**src/inc/fdcp_params.svh**
```systemverilog
// Constants for the fault, dither and capture block: offsets, fields, resets, codes.
// Assumes byte addresses on an AXI4-Lite bus with 32-bit data.
// How it works
// - Action zero leaves outputs and sequence untouched
// - Action 1: own input halts, resumes other dead
// - Action 2: run other compare, halt, resume own
// - Action 3: repeat other compare while fault active
// - Action 4: both outputs off, counter keeps running
// - Action 5: only dead times while fault active
// - Action 6: end on time, halt, resume other
// - Action 7: halt until software restart command
// - Restart with input high halts again; start DTA
// - Action 8: edge ends on time, jump other dead
// - Action 9: edge blanks rest of on time
// - Action 10: level blanks own on time
// - Accumulate error; overflow inserts one clock
// - Select insert point among four options
// - Period additions per ramp mode follow table
// - No dithering in dual slope mode
// - Zero-addition choices lengthen state, shorten next
// - Counter readable only through two capture units
// - Capture by event or software; low then high
// - Capture-on-event bit enables event capture
// - Capture sets trigger flag; enable gates interrupt
// - Software strobe captures; wait for command done
`ifndef FDCP_PARAMS_SVH
`define FDCP_PARAMS_SVH
`define FDCP_REG_CTRL 8'h00
`define FDCP_REG_EVCTRL 8'h04
`define FDCP_REG_DITHER 8'h08
`define FDCP_REG_TIMEA 8'h0c
`define FDCP_REG_TIMEB 8'h10
`define FDCP_REG_CMD 8'h14
`define FDCP_REG_STATUS 8'h18
`define FDCP_REG_FLAGS 8'h1c
`define FDCP_REG_INTEN 8'h20
`define FDCP_REG_CAPAL 8'h24
`define FDCP_REG_CAPAH 8'h28
`define FDCP_REG_CAPBL 8'h2c
`define FDCP_REG_CAPBH 8'h30
`define FDCP_CMD_RESTART 0
`define FDCP_CMD_CAPA 1
`define FDCP_CMD_CAPB 2
`define FDCP_CTRL_RUN 2
`define FDCP_EV_CAPA 8
`define FDCP_EV_CAPB 9
`define FDCP_WAVE_ONE 2'h0
`define FDCP_WAVE_TWO 2'h1
`define FDCP_WAVE_FOUR 2'h2
`define FDCP_WAVE_DUAL 2'h3
`define FDCP_DSEL_OTB 2'h0
`define FDCP_DSEL_OTAB 2'h1
`define FDCP_DSEL_DTB 2'h2
`define FDCP_DSEL_DTAB 2'h3
`define FDCP_ACT_NONE 4'h0
`define FDCP_ACT_JUMP_WAIT 4'h1
`define FDCP_ACT_EXEC_WAIT 4'h2
`define FDCP_ACT_EXEC_REPEAT 4'h3
`define FDCP_ACT_ALL_OFF 4'h4
`define FDCP_ACT_DEAD_ONLY 4'h5
`define FDCP_ACT_NEXT_WAIT 4'h6
`define FDCP_ACT_SW_WAIT 4'h7
`define FDCP_ACT_EDGE_JUMP 4'h8
`define FDCP_ACT_EDGE_BLANK 4'h9
`define FDCP_ACT_LEVEL_BLANK 4'ha
`define FDCP_RESP_OKAY 2'h0
`define FDCP_RESP_SLVERR 2'h2
`define FDCP_TIME_RST 12'h000
`endif

```
**src/inc/fdcp_pkg.sv**
```systemverilog
// Types for the fault, dither and capture block.
// Assumes fdcp_params.svh supplies every numeric constant but the state and adjust encodings.
package fdcp_pkg;
  typedef logic [31:0] fdcp_word_t;
  typedef logic [7:0] fdcp_addr_t;
  typedef enum logic [2:0] {
    S_DTA = 3'b000,
    S_OTA = 3'b001,
    S_DTB = 3'b010,
    S_OTB = 3'b011,
    S_HALT = 3'b100
  } fdcp_state_e;
  typedef enum logic [1:0] {
    ADJ_NONE = 2'b00,
    ADJ_PLUS = 2'b01,
    ADJ_MINUS = 2'b10
  } fdcp_adj_e;
endpackage

```
**src/fdcp_top.sv**
```systemverilog
// Fault response, dither and counter capture of a two-output waveform timer.
// Assumes an AXI4-Lite master on aclk and event inputs synchronous to aclk.
//
// Implementation choices: the address map and the AXI4-Lite interface to the registers.
`include "fdcp_params.svh"
module fdcp_top (
  // Clock and reset
  input wire logic aclk,
  input wire logic aresetn,
  // AXI4-Lite write
  input wire fdcp_pkg::fdcp_addr_t s_axi_awaddr,
  input wire logic s_axi_awvalid,
  output logic s_axi_awready,
  input wire fdcp_pkg::fdcp_word_t s_axi_wdata,
  input wire logic [3:0] s_axi_wstrb,
  input wire logic s_axi_wvalid,
  output logic s_axi_wready,
  output logic [1:0] s_axi_bresp,
  output logic s_axi_bvalid,
  input wire logic s_axi_bready,
  // AXI4-Lite read
  input wire fdcp_pkg::fdcp_addr_t s_axi_araddr,
  input wire logic s_axi_arvalid,
  output logic s_axi_arready,
  output fdcp_pkg::fdcp_word_t s_axi_rdata,
  output logic [1:0] s_axi_rresp,
  output logic s_axi_rvalid,
  input wire logic s_axi_rready,
  // Event inputs
  input wire logic event_in_a,
  input wire logic event_in_b,
  // Waveforms and interrupt
  output logic waveform_out_a,
  output logic waveform_out_b,
  output logic irq
);
  import fdcp_pkg::*;

  ////////////////////////////////////////////////////////////////////////////
  // Registers
  logic [1:0] wave_q;
  logic run_q;
  logic [3:0] act_q [2];
  logic [1:0] cap_en_q;
  logic [1:0] dsel_q;
  logic [3:0] dstep_q;
  logic [11:0] dt_q [2];
  logic [11:0] ot_q [2];
  logic [1:0] int_en_q;
  logic [1:0] flags_q;
  logic [11:0] snap_q [2];
  logic cmd_busy_q;
  fdcp_state_e state_q, st_d, res_q, res_d;
  logic [12:0] cnt_q;
  logic [1:0] arm2_q, arm2_d, blank_q, blank_d, ev_q;
  logic lock7_q, lock7_d;
  logic [3:0] acc_q;
  logic pend_q;
  logic [1:0] cap_p1_q;
  logic [11:0] cap_v1_q [2];
  logic aw_full_q, w_full_q, bvalid_q, rvalid_q;
  fdcp_addr_t waddr_q;
  fdcp_word_t wdata_q, rdata_q;
  logic [3:0] wstrb_q;
  logic [1:0] bresp_q, rresp_q;
  logic out_a_q, out_b_q;

  logic [1:0] ev, rise, cap_req, sw_cap;
  logic wr_fire, restart, phase_end, in_ot, hold, ev7, off_all;
  logic [32:0] wr_old, rd_look;
  fdcp_word_t wr_val;
  logic [12:0] eff_len;
  fdcp_adj_e adj;
  logic [4:0] acc_sum;

  assign ev = {event_in_b, event_in_a};
  assign rise = ev & ~ev_q;

  ////////////////////////////////////////////////////////////////////////////
  // Helpers
  function automatic fdcp_state_e own_dt(input logic i);
    return i ? S_DTB : S_DTA;
  endfunction
  function automatic fdcp_state_e own_ot(input logic i);
    return i ? S_OTB : S_OTA;
  endfunction
  function automatic fdcp_state_e seq_next(input fdcp_state_e s);
    unique case (s)
      S_DTA: return S_OTA;
      S_OTA: return S_DTB;
      S_DTB: return S_OTB;
      S_OTB: return S_DTA;
      S_HALT: return S_HALT;
    endcase
  endfunction
  function automatic logic dith_hit(input logic [1:0] sel, input logic [1:0] ph);
    unique case (sel)
      `FDCP_DSEL_OTB: return ph == 2'h3;
      `FDCP_DSEL_OTAB: return ph[0];
      `FDCP_DSEL_DTB: return ph == 2'h2;
      `FDCP_DSEL_DTAB: return !ph[0];
    endcase
  endfunction
  // Dead-time choices (and the unused A on time in one ramp) are paid back by the next state, except in four ramp
  function automatic fdcp_adj_e dith_adj(input logic [1:0] wv, input logic [1:0] sel, input logic [1:0] ph);
    logic [1:0] pv;
    pv = ph - 2'h1;
    if (wv == `FDCP_WAVE_DUAL) return ADJ_NONE;
    if (dith_hit(sel, ph)) return ADJ_PLUS;
    if (dith_hit(sel, pv) && !pv[0] && wv != `FDCP_WAVE_FOUR) return ADJ_MINUS;
    if (wv == `FDCP_WAVE_ONE && sel == `FDCP_DSEL_OTAB && ph == 2'h2) return ADJ_MINUS;
    return ADJ_NONE;
  endfunction
  // Counter itself is never mapped; only the snapshots are
  function automatic logic [32:0] reg_read(input fdcp_addr_t a);
    unique case (a)
      `FDCP_REG_CTRL: return {1'b0, 29'h0, run_q, wave_q};
      `FDCP_REG_EVCTRL: return {1'b0, 22'h0, cap_en_q, act_q[1], act_q[0]};
      `FDCP_REG_DITHER: return {1'b0, 24'h0, dstep_q, 2'h0, dsel_q};
      `FDCP_REG_TIMEA: return {1'b0, 4'h0, ot_q[0], 4'h0, dt_q[0]};
      `FDCP_REG_TIMEB: return {1'b0, 4'h0, ot_q[1], 4'h0, dt_q[1]};
      `FDCP_REG_CMD: return {1'b0, 32'h0};
      `FDCP_REG_STATUS: return {1'b0, 27'h0, lock7_q, state_q, ~cmd_busy_q};
      `FDCP_REG_FLAGS: return {1'b0, 30'h0, flags_q};
      `FDCP_REG_INTEN: return {1'b0, 30'h0, int_en_q};
      `FDCP_REG_CAPAL: return {1'b0, 24'h0, snap_q[0][7:0]};
      `FDCP_REG_CAPAH: return {1'b0, 28'h0, snap_q[0][11:8]};
      `FDCP_REG_CAPBL: return {1'b0, 24'h0, snap_q[1][7:0]};
      `FDCP_REG_CAPBH: return {1'b0, 28'h0, snap_q[1][11:8]};
      default: return {1'b1, 32'h0};
    endcase
  endfunction

  ////////////////////////////////////////////////////////////////////////////
  // AXI4-Lite slave: address and data taken in either order, write one cycle after both
  assign s_axi_awready = !aw_full_q && !bvalid_q;
  assign s_axi_wready = !w_full_q && !bvalid_q;
  assign s_axi_arready = !rvalid_q;
  assign s_axi_bvalid = bvalid_q;
  assign s_axi_bresp = bresp_q;
  assign s_axi_rvalid = rvalid_q;
  assign s_axi_rresp = rresp_q;
  assign s_axi_rdata = rdata_q;
  assign wr_fire = aw_full_q && w_full_q && !bvalid_q;
  // A process, not an assign, so register changes behind an unchanged address are seen
  always_comb begin
    wr_old = reg_read(waddr_q);
    rd_look = reg_read(s_axi_araddr);
  end
  always_comb begin
    for (int b = 0; b < 4; b++) begin
      wr_val[b*8 +: 8] = wstrb_q[b] ? wdata_q[b*8 +: 8] : wr_old[b*8 +: 8];
    end
  end
  assign restart = wr_fire && waddr_q == `FDCP_REG_CMD && wr_val[`FDCP_CMD_RESTART];
  assign sw_cap = (wr_fire && waddr_q == `FDCP_REG_CMD) ? {wr_val[`FDCP_CMD_CAPB], wr_val[`FDCP_CMD_CAPA]} : 2'h0;

  always_ff @(posedge aclk) begin
    if (!aresetn) begin
      aw_full_q <= 1'b0;
      w_full_q <= 1'b0;
      bvalid_q <= 1'b0;
      bresp_q <= `FDCP_RESP_OKAY;
      waddr_q <= 8'h00;
      wdata_q <= 32'h0;
      wstrb_q <= 4'h0;
    end else begin
      if (s_axi_awvalid && s_axi_awready) begin
        aw_full_q <= 1'b1;
        waddr_q <= s_axi_awaddr;
      end
      if (s_axi_wvalid && s_axi_wready) begin
        w_full_q <= 1'b1;
        wdata_q <= s_axi_wdata;
        wstrb_q <= s_axi_wstrb;
      end
      if (wr_fire) begin
        aw_full_q <= 1'b0;
        w_full_q <= 1'b0;
        bvalid_q <= 1'b1;
        bresp_q <= wr_old[32] ? `FDCP_RESP_SLVERR : `FDCP_RESP_OKAY;
      end else if (bvalid_q && s_axi_bready) begin
        bvalid_q <= 1'b0;
      end
    end
  end

  always_ff @(posedge aclk) begin
    if (!aresetn) begin
      rvalid_q <= 1'b0;
      rdata_q <= 32'h0;
      rresp_q <= `FDCP_RESP_OKAY;
    end else if (s_axi_arvalid && s_axi_arready) begin
      rvalid_q <= 1'b1;
      rdata_q <= rd_look[31:0];
      rresp_q <= rd_look[32] ? `FDCP_RESP_SLVERR : `FDCP_RESP_OKAY;
    end else if (rvalid_q && s_axi_rready) begin
      rvalid_q <= 1'b0;
    end
  end

  always_ff @(posedge aclk) begin
    if (!aresetn) begin
      wave_q <= `FDCP_WAVE_ONE;
      run_q <= 1'b0;
      act_q[0] <= `FDCP_ACT_NONE;
      act_q[1] <= `FDCP_ACT_NONE;
      cap_en_q <= 2'h0;
      dsel_q <= `FDCP_DSEL_OTB;
      dstep_q <= 4'h0;
      dt_q[0] <= `FDCP_TIME_RST;
      dt_q[1] <= `FDCP_TIME_RST;
      ot_q[0] <= `FDCP_TIME_RST;
      ot_q[1] <= `FDCP_TIME_RST;
      int_en_q <= 2'h0;
    end else if (wr_fire) begin
      unique case (waddr_q)
        `FDCP_REG_CTRL: {run_q, wave_q} <= wr_val[`FDCP_CTRL_RUN:0];
        `FDCP_REG_EVCTRL: {cap_en_q, act_q[1], act_q[0]} <= wr_val[`FDCP_EV_CAPB:0];
        `FDCP_REG_DITHER: {dstep_q, dsel_q} <= {wr_val[7:4], wr_val[1:0]};
        `FDCP_REG_TIMEA: {ot_q[0], dt_q[0]} <= {wr_val[27:16], wr_val[11:0]};
        `FDCP_REG_TIMEB: {ot_q[1], dt_q[1]} <= {wr_val[27:16], wr_val[11:0]};
        `FDCP_REG_INTEN: int_en_q <= wr_val[1:0];
        default: ;
      endcase
    end
  end

  ////////////////////////////////////////////////////////////////////////////
  // Dither: one step per timer cycle, overflow stretches the selected state of the next cycle
  assign adj = pend_q ? dith_adj(wave_q, dsel_q, state_q[1:0]) : ADJ_NONE;
  always_comb begin
    eff_len = {1'b0, state_q[0] ? ot_q[state_q[1]] : dt_q[state_q[1]]};
    if (adj == ADJ_PLUS) eff_len = eff_len + 13'h1;
    else if (adj == ADJ_MINUS && eff_len != 13'h0) eff_len = eff_len - 13'h1;
  end
  assign acc_sum = {1'b0, acc_q} + {1'b0, dstep_q};

  always_ff @(posedge aclk) begin
    if (!aresetn) begin
      acc_q <= 4'h0;
      pend_q <= 1'b0;
    end else if (state_q == S_OTB && phase_end && run_q) begin
      acc_q <= acc_sum[3:0];
      pend_q <= acc_sum[4];
    end
  end

  ////////////////////////////////////////////////////////////////////////////
  // Sequencer with input actions; input A is applied last so it wins a conflict
  assign phase_end = cnt_q >= eff_len;
  assign in_ot = state_q == S_OTA || state_q == S_OTB;
  always_comb begin
    hold = 1'b0;
    ev7 = 1'b0;
    off_all = 1'b0;
    for (int i = 0; i < 2; i++) begin
      if (ev[i] && (act_q[i] == `FDCP_ACT_JUMP_WAIT || act_q[i] == `FDCP_ACT_EXEC_WAIT ||
          act_q[i] == `FDCP_ACT_NEXT_WAIT)) hold = 1'b1;
      if (ev[i] && act_q[i] == `FDCP_ACT_SW_WAIT) ev7 = 1'b1;
      if (ev[i] && (act_q[i] == `FDCP_ACT_ALL_OFF || act_q[i] == `FDCP_ACT_DEAD_ONLY)) off_all = 1'b1;
    end
  end

  always_comb begin
    st_d = state_q;
    res_d = res_q;
    arm2_d = arm2_q;
    lock7_d = lock7_q;
    if (!run_q) begin
      st_d = S_DTA;
      lock7_d = 1'b0;
      arm2_d = 2'h0;
    end else if (state_q == S_HALT) begin
      if (lock7_q) begin
        if (restart && !ev7) begin
          st_d = res_q;
          lock7_d = 1'b0;
        end
      end else if (!hold) begin
        st_d = res_q;
      end
    end else begin
      if (phase_end) st_d = seq_next(state_q);
      for (int j = 1; j >= 0; j--) begin
        unique case (act_q[j])
          `FDCP_ACT_JUMP_WAIT: if (ev[j] && (state_q == own_dt(j[0]) || state_q == own_ot(j[0]))) begin
            st_d = S_HALT;
            res_d = own_dt(!j[0]);
          end
          `FDCP_ACT_EXEC_WAIT: begin
            if (ev[j] && (state_q == own_dt(j[0]) || state_q == own_ot(j[0]))) begin
              st_d = own_dt(!j[0]);
              arm2_d[j] = 1'b1;
            end else if (arm2_q[j] && state_q == own_ot(!j[0]) && phase_end) begin
              arm2_d[j] = 1'b0;
              if (ev[j]) begin
                st_d = S_HALT;
                res_d = own_dt(j[0]);
              end
            end
          end
          `FDCP_ACT_EXEC_REPEAT: if (ev[j] && state_q == own_ot(!j[0]) && phase_end) st_d = own_dt(!j[0]);
          `FDCP_ACT_DEAD_ONLY: if (ev[j]) begin
            if (in_ot) st_d = seq_next(state_q);
            else if (phase_end) st_d = seq_next(seq_next(state_q));
          end
          `FDCP_ACT_NEXT_WAIT: if (ev[j] && (in_ot || phase_end)) begin
            st_d = S_HALT;
            res_d = in_ot ? seq_next(state_q) : seq_next(seq_next(state_q));
          end
          `FDCP_ACT_SW_WAIT: if (ev[j]) begin
            st_d = S_HALT;
            res_d = S_DTA;
            lock7_d = 1'b1;
          end
          `FDCP_ACT_EDGE_JUMP: if (rise[j] && state_q == own_ot(j[0])) st_d = own_dt(!j[0]);
          default: ;
        endcase
      end
    end
  end

  always_comb begin
    for (int k = 0; k < 2; k++) begin
      blank_d[k] = blank_q[k];
      if ((act_q[k] == `FDCP_ACT_EDGE_BLANK && rise[k]) || (act_q[k] == `FDCP_ACT_LEVEL_BLANK && ev[k]))
        blank_d[k] = 1'b1;
      if (st_d != own_ot(k[0]) || state_q != own_ot(k[0])) blank_d[k] = 1'b0;
      if (act_q[k] == `FDCP_ACT_LEVEL_BLANK && ev[k] && st_d == own_ot(k[0])) blank_d[k] = 1'b1;
    end
  end

  always_ff @(posedge aclk) begin
    if (!aresetn) begin
      state_q <= S_DTA;
      res_q <= S_DTA;
      cnt_q <= 13'h0;
      arm2_q <= 2'h0;
      lock7_q <= 1'b0;
      blank_q <= 2'h0;
      ev_q <= 2'h0;
      out_a_q <= 1'b0;
      out_b_q <= 1'b0;
    end else begin
      state_q <= st_d;
      res_q <= res_d;
      cnt_q <= (st_d != state_q || st_d == S_HALT || !run_q) ? 13'h0 : cnt_q + 13'h1;
      arm2_q <= arm2_d;
      lock7_q <= lock7_d;
      blank_q <= blank_d;
      ev_q <= ev;
      out_a_q <= st_d == S_OTA && !blank_d[0] && !off_all;
      out_b_q <= st_d == S_OTB && !blank_d[1] && !off_all;
    end
  end
  assign waveform_out_a = out_a_q;
  assign waveform_out_b = out_b_q;

  ////////////////////////////////////////////////////////////////////////////
  // Capture: request stage then snapshot; the event may also steer the sequencer
  assign cap_req = (cap_en_q & rise) | sw_cap;
  always_ff @(posedge aclk) begin
    if (!aresetn) begin
      cap_p1_q <= 2'h0;
      cap_v1_q[0] <= 12'h000;
      cap_v1_q[1] <= 12'h000;
      snap_q[0] <= 12'h000;
      snap_q[1] <= 12'h000;
      cmd_busy_q <= 1'b0;
      flags_q <= 2'h0;
    end else begin
      cap_p1_q <= cap_req;
      for (int c = 0; c < 2; c++) begin
        if (cap_req[c]) cap_v1_q[c] <= cnt_q[11:0];
        if (cap_p1_q[c]) snap_q[c] <= cap_v1_q[c];
      end
      if (|sw_cap) cmd_busy_q <= 1'b1;
      else if (|cap_p1_q) cmd_busy_q <= 1'b0;
      // Set beats a same-cycle write-one clear so no capture is lost
      flags_q <= (flags_q & ~((wr_fire && waddr_q == `FDCP_REG_FLAGS) ? wr_val[1:0] : 2'h0)) | cap_p1_q;
    end
  end
  assign irq = |(flags_q & int_en_q);
endmodule

```
**config.mk**
```make
export PLATFORM = sky130hd
export DESIGN_NAME = fdcp_top
export DESIGN_NICKNAME = d
export VERILOG_FILES = /design/src/inc/fdcp_pkg.sv /design/src/fdcp_top.sv
export VERILOG_INCLUDE_DIRS = /design/src /design/src/inc
export SDC_FILE = /design/constraint.sdc
export NUM_CORES = 1
export LEC_CHECK = 0
export ABC_AREA = 0
export BUFFER_PORTS_ARGS = -buffer_cell sky130_fd_sc_hd__buf_2
export CAP_MARGIN = 10
export CORE_ASPECT_RATIO = 0.5
export CORE_MARGIN = 1
export CORE_UTILIZATION = 40
export DETAILED_ROUTE_END_ITERATION = 10
export GPL_ROUTABILITY_DRIVEN = 0
export PLACE_DENSITY_LB_ADDON = 0.2
export SETUP_SLACK_MARGIN = 0.4
export SYNTH_ARGS = -nofsm -noshare
export SYNTH_HDL_FRONTEND = slang
export SYNTH_SLANG_ARGS = --single-unit
```
**constraint.sdc**
```tcl
create_clock -name aclk -period 7.6 [get_ports aclk]
set_clock_uncertainty 0.2 [all_clocks]
set_input_delay 0.38 -clock aclk [delete_from_list [all_inputs] [get_ports aclk]]
set_output_delay 0.38 -clock aclk [all_outputs]
set_load 0.03 [all_outputs]
```
==> out/metrics.cfg <==
[die]
std_cell_rows = 44
die-area_um2 = 30900
die_w_um = 248
die_y_um = 125
core_um2 = 29300
start_util_pct = 41.2
num_io_pins = 105

[logic_synthesis]
postSynthAreaPerCell_um2 = 8.32
synth_edf_count = 48
async_flop_share_pct = 0
mappedNetlistArea_um2 = 12100
synth_warnings = 0
synth_cell_types = 87
synth-seq-cells = 221
synthFlopType = dfxtp_1
seq_area_frac_synth_pct = 40.6
synthCells = 1452

[clock_tree]
cts_sinks = 221
cts_setup_buffers = 0
clkLatencyLatePin_ns = 0.55
cts_buffer_depth = 3
htreeDepth = 1
path_clk_slew_ns = 0.06
cts_root_buf = clkbuf_16
cts_tree = done
numCtsBuffers = 22

[timing]
post-route-period-util_pct = 85.3
rsz0062_at_grt = no
setup_tns_ns = 0
fmax_mhz = 154
finalSetupViolations = 0
max_slew_margin_pct = 18.6
worst_pin_slew_ns = 1.22
period_needed_ns = 6.49
finalWorstSetupSlack_ns = 1.11
hold_viol = 0
whs_ns = 0.0486
final_max_slew_viol_count = 0

[placement]
port_buffers = 86
dp_slack_ns = 0.885
dpl-instance-area_um2 = 12800
place_hpwl_um = 27800
dp.cells = 1856

[critical_path]
critPathArrivalTime_ns = 6.73
start_kind = register
r2r_setup_slack_ns = 1.11
r2r_cells = 21
crit_type = reg -> reg
path_max_fanout = 18
cp_common_cell = buf_4
end_kind = register
cp_top_family = compound AO/OA/AOI/OAI gates
rr_endpoint = cnt_q[8]
r2r_start = state_q[1]
slowest_stage = dfxtp_2
crit_path_start = state_q[1]
path_cells = buf_4 > mux4_2 > or2_2 > nor2_1 > nand3_1 > o31a_1 > buf_4 > and2_1 > o22ai_1 > xor2_1 > ha_1 > a21oi_1 > o21ai_1 > o21bai_2 > nand2_2 > a31oi_1 > a211oi_1 > o41ai_4 > xnor2_1 > buf_4 > nor4_2
critical-path-max-stage-delay_ns = 0.70
path_buf_inv = 3
worstPathRequired_ns = 7.85

[power_and_ir_drop]
internal_power_w = 0.00192
sequentialPowerShare_pct = 49.2
p_leak_nw = 4.86
clkPwrFrac_pct = 44.1
share_comb_of_total_power_pct = 6.7
power_switching_w = 0.000628
worst_ir_drop_vdd_uv = 142
power.density_nw_per_um2 = 183
sw_frac_of_total_pct = 24.7

[global_routing]
grt_pass1_wl_um = 60000
grt_remaining_overflow = 0
antenna_found_initial = 0
first_global_vias = 10843
track_usage_pct = 24.7
grt_max_degree = 95

[run_status]
status = finished, violations left
violations = design-rule violations

[routing]
drc = 3
wl_per_cell_um = 20.0
dr.pass1.iters = 9
drtAntennaViolNets = 0
routed_via_density = 5.92
drt_iter0_markers = 1180
totalWireLength_um = 38800
vias = 11474

[finish]
post-route-cell-area_um2 = 13900
n_antenna_cell = 0
areaGrowthSynthToFinish_pct = 15.0
layout_common_cells = nand2_1 (233), nor2_1 (174), dfxtp_1 (172)
drive_gt1_share_pct = 12.7
num-nets-final = 1616
instances_no_fill = 1937
mostFrequentLayoutCell = nand2_1

[worst_hold_path]
hold_start = event_in_b
holdPathEnd = ev_q[1]
min_path_cells = 2
hp-class = in -> reg

[job]
max_cap_viol_count = 0

## how the worst max path moves through the flow
stage	depth (start not counted)	endpoint
floorplan	23	cnt_q[10]
global placement	21	cnt_q[1]
detailed placement	21	cnt_q[8]
CTS	21	cnt_q[8]
global route	21	cnt_q[12]
finish	21	cnt_q[8]
## cell usage after synthesis (7+ instances only)
library cell / number / area [um2]
a221oi_1: 7 / 61.3
nand2b_1: 12 / 75.1
nor2_1: 174 / 653
nor3_1: 20 / 100
a211oi_1: 14 / 105
mux2i_1: 17 / 170
ha_1: 24 / 300
and3_1: 13 / 81.3
a22o_1: 10 / 87.6
edfxtp_1: 48 / 1440
a21oi_1: 161 / 806
dfxtp_1: 173 / 3460
xnor2_1: 20 / 175
buf_4: 11 / 82.6
nand3_1: 33 / 165
nor4_1: 12 / 75.1
buf_2: 15 / 75.1
nor4_2: 11 / 138
a22oi_1: 70 / 526
a31oi_1: 18 / 113
and2_1: 40 / 250
nand2_1: 233 / 875
xor2_1: 8 / 70.1
clkbuf_1: 70 / 263
inv_1: 37 / 139
nor2b_1: 20 / 125
o21ai_0: 37 / 185
mux4_2: 13 / 293
nor4b_1: 8 / 70.1
## timing repair
item,CTS,global route
gates resized for setup,0,1
endpoints found under the setup margin,0,1
hold endpoints to repair,39,0
hold buffers,40,0
## through the flow
step	utilization, %	power, W
detailed placement	43.5	0.00143
global placement	43.5	0.00143
global route	47.3	0.00264
finish	47.3	0.00254
floorplan	-	0.00137
CTS	47.3	0.00256
## final cells by class
class                      count  area (um2)
inverter                      38         145
multi-input combinational   1101        6650
tap                          391         489
sequential                   221        4910
clock buffer                  31         616
clock inverter                 9         113
timing repair buffer         146         978
fill                        2792       15400
## power groups by stage
| stage | clock network [W] | registers, W | logic, W |
|---|---|---|---|
| after CTS | 0.00114 | 0.00125 | 0.000168 |
| after detailed placement | 0 | 0.00128 | 0.000152 |
| final | 0.00112 | 0.00125 | 0.000171 |
| after floorplan | 0 | 0.00126 | 0.000109 |
| after global placement | 0 | 0.00128 | 0.000149 |
| after global routing | 0.00120 | 0.00125 | 0.000186 |
## metal layers
| metal | vias to the layer above | track usage, % | share of wire, % |
|---|---|---|---|
| li1 | 5348 | - | - |
| met1 | 5466 | 34.2 | 43 |
| met2 | 555 | 38.4 | 45 |
| met3 | 105 | 4.65 | 8.6 |
| met4 | 0 | 8.37 | 3.3 |
| met5 | - | 0 | 0 |
## cell families after synthesis
group                      Yosys count  share of synthesized area [%]
muxes                               35                           4.30
and+or+nand+nor                    612                           24.2
AOI/OAI and AO/OA                  391                           21.4
buffers and inverters              139                           4.89
DFF                                221                           40.6
other                                1                         0.0310
xor gates and xnor gates            28                           2.03
adders and majority gates           25                           2.65
## state kept, by name, summed over array words and instances (netlist names), 3 cells and up
signal / flops
s_axi_rdata: 24
dt_q: 24
state_q: 3
cnt_q: 13
snap_q: 24
cap_v1_q: 24
act_q: 8
ot_q: 24
wstrb_q: 4
res_q: 3
acc_q: 4
dstep_q: 4
waddr_q: 8
wdata_q: 24
Power figures use the tool's default switching activity.
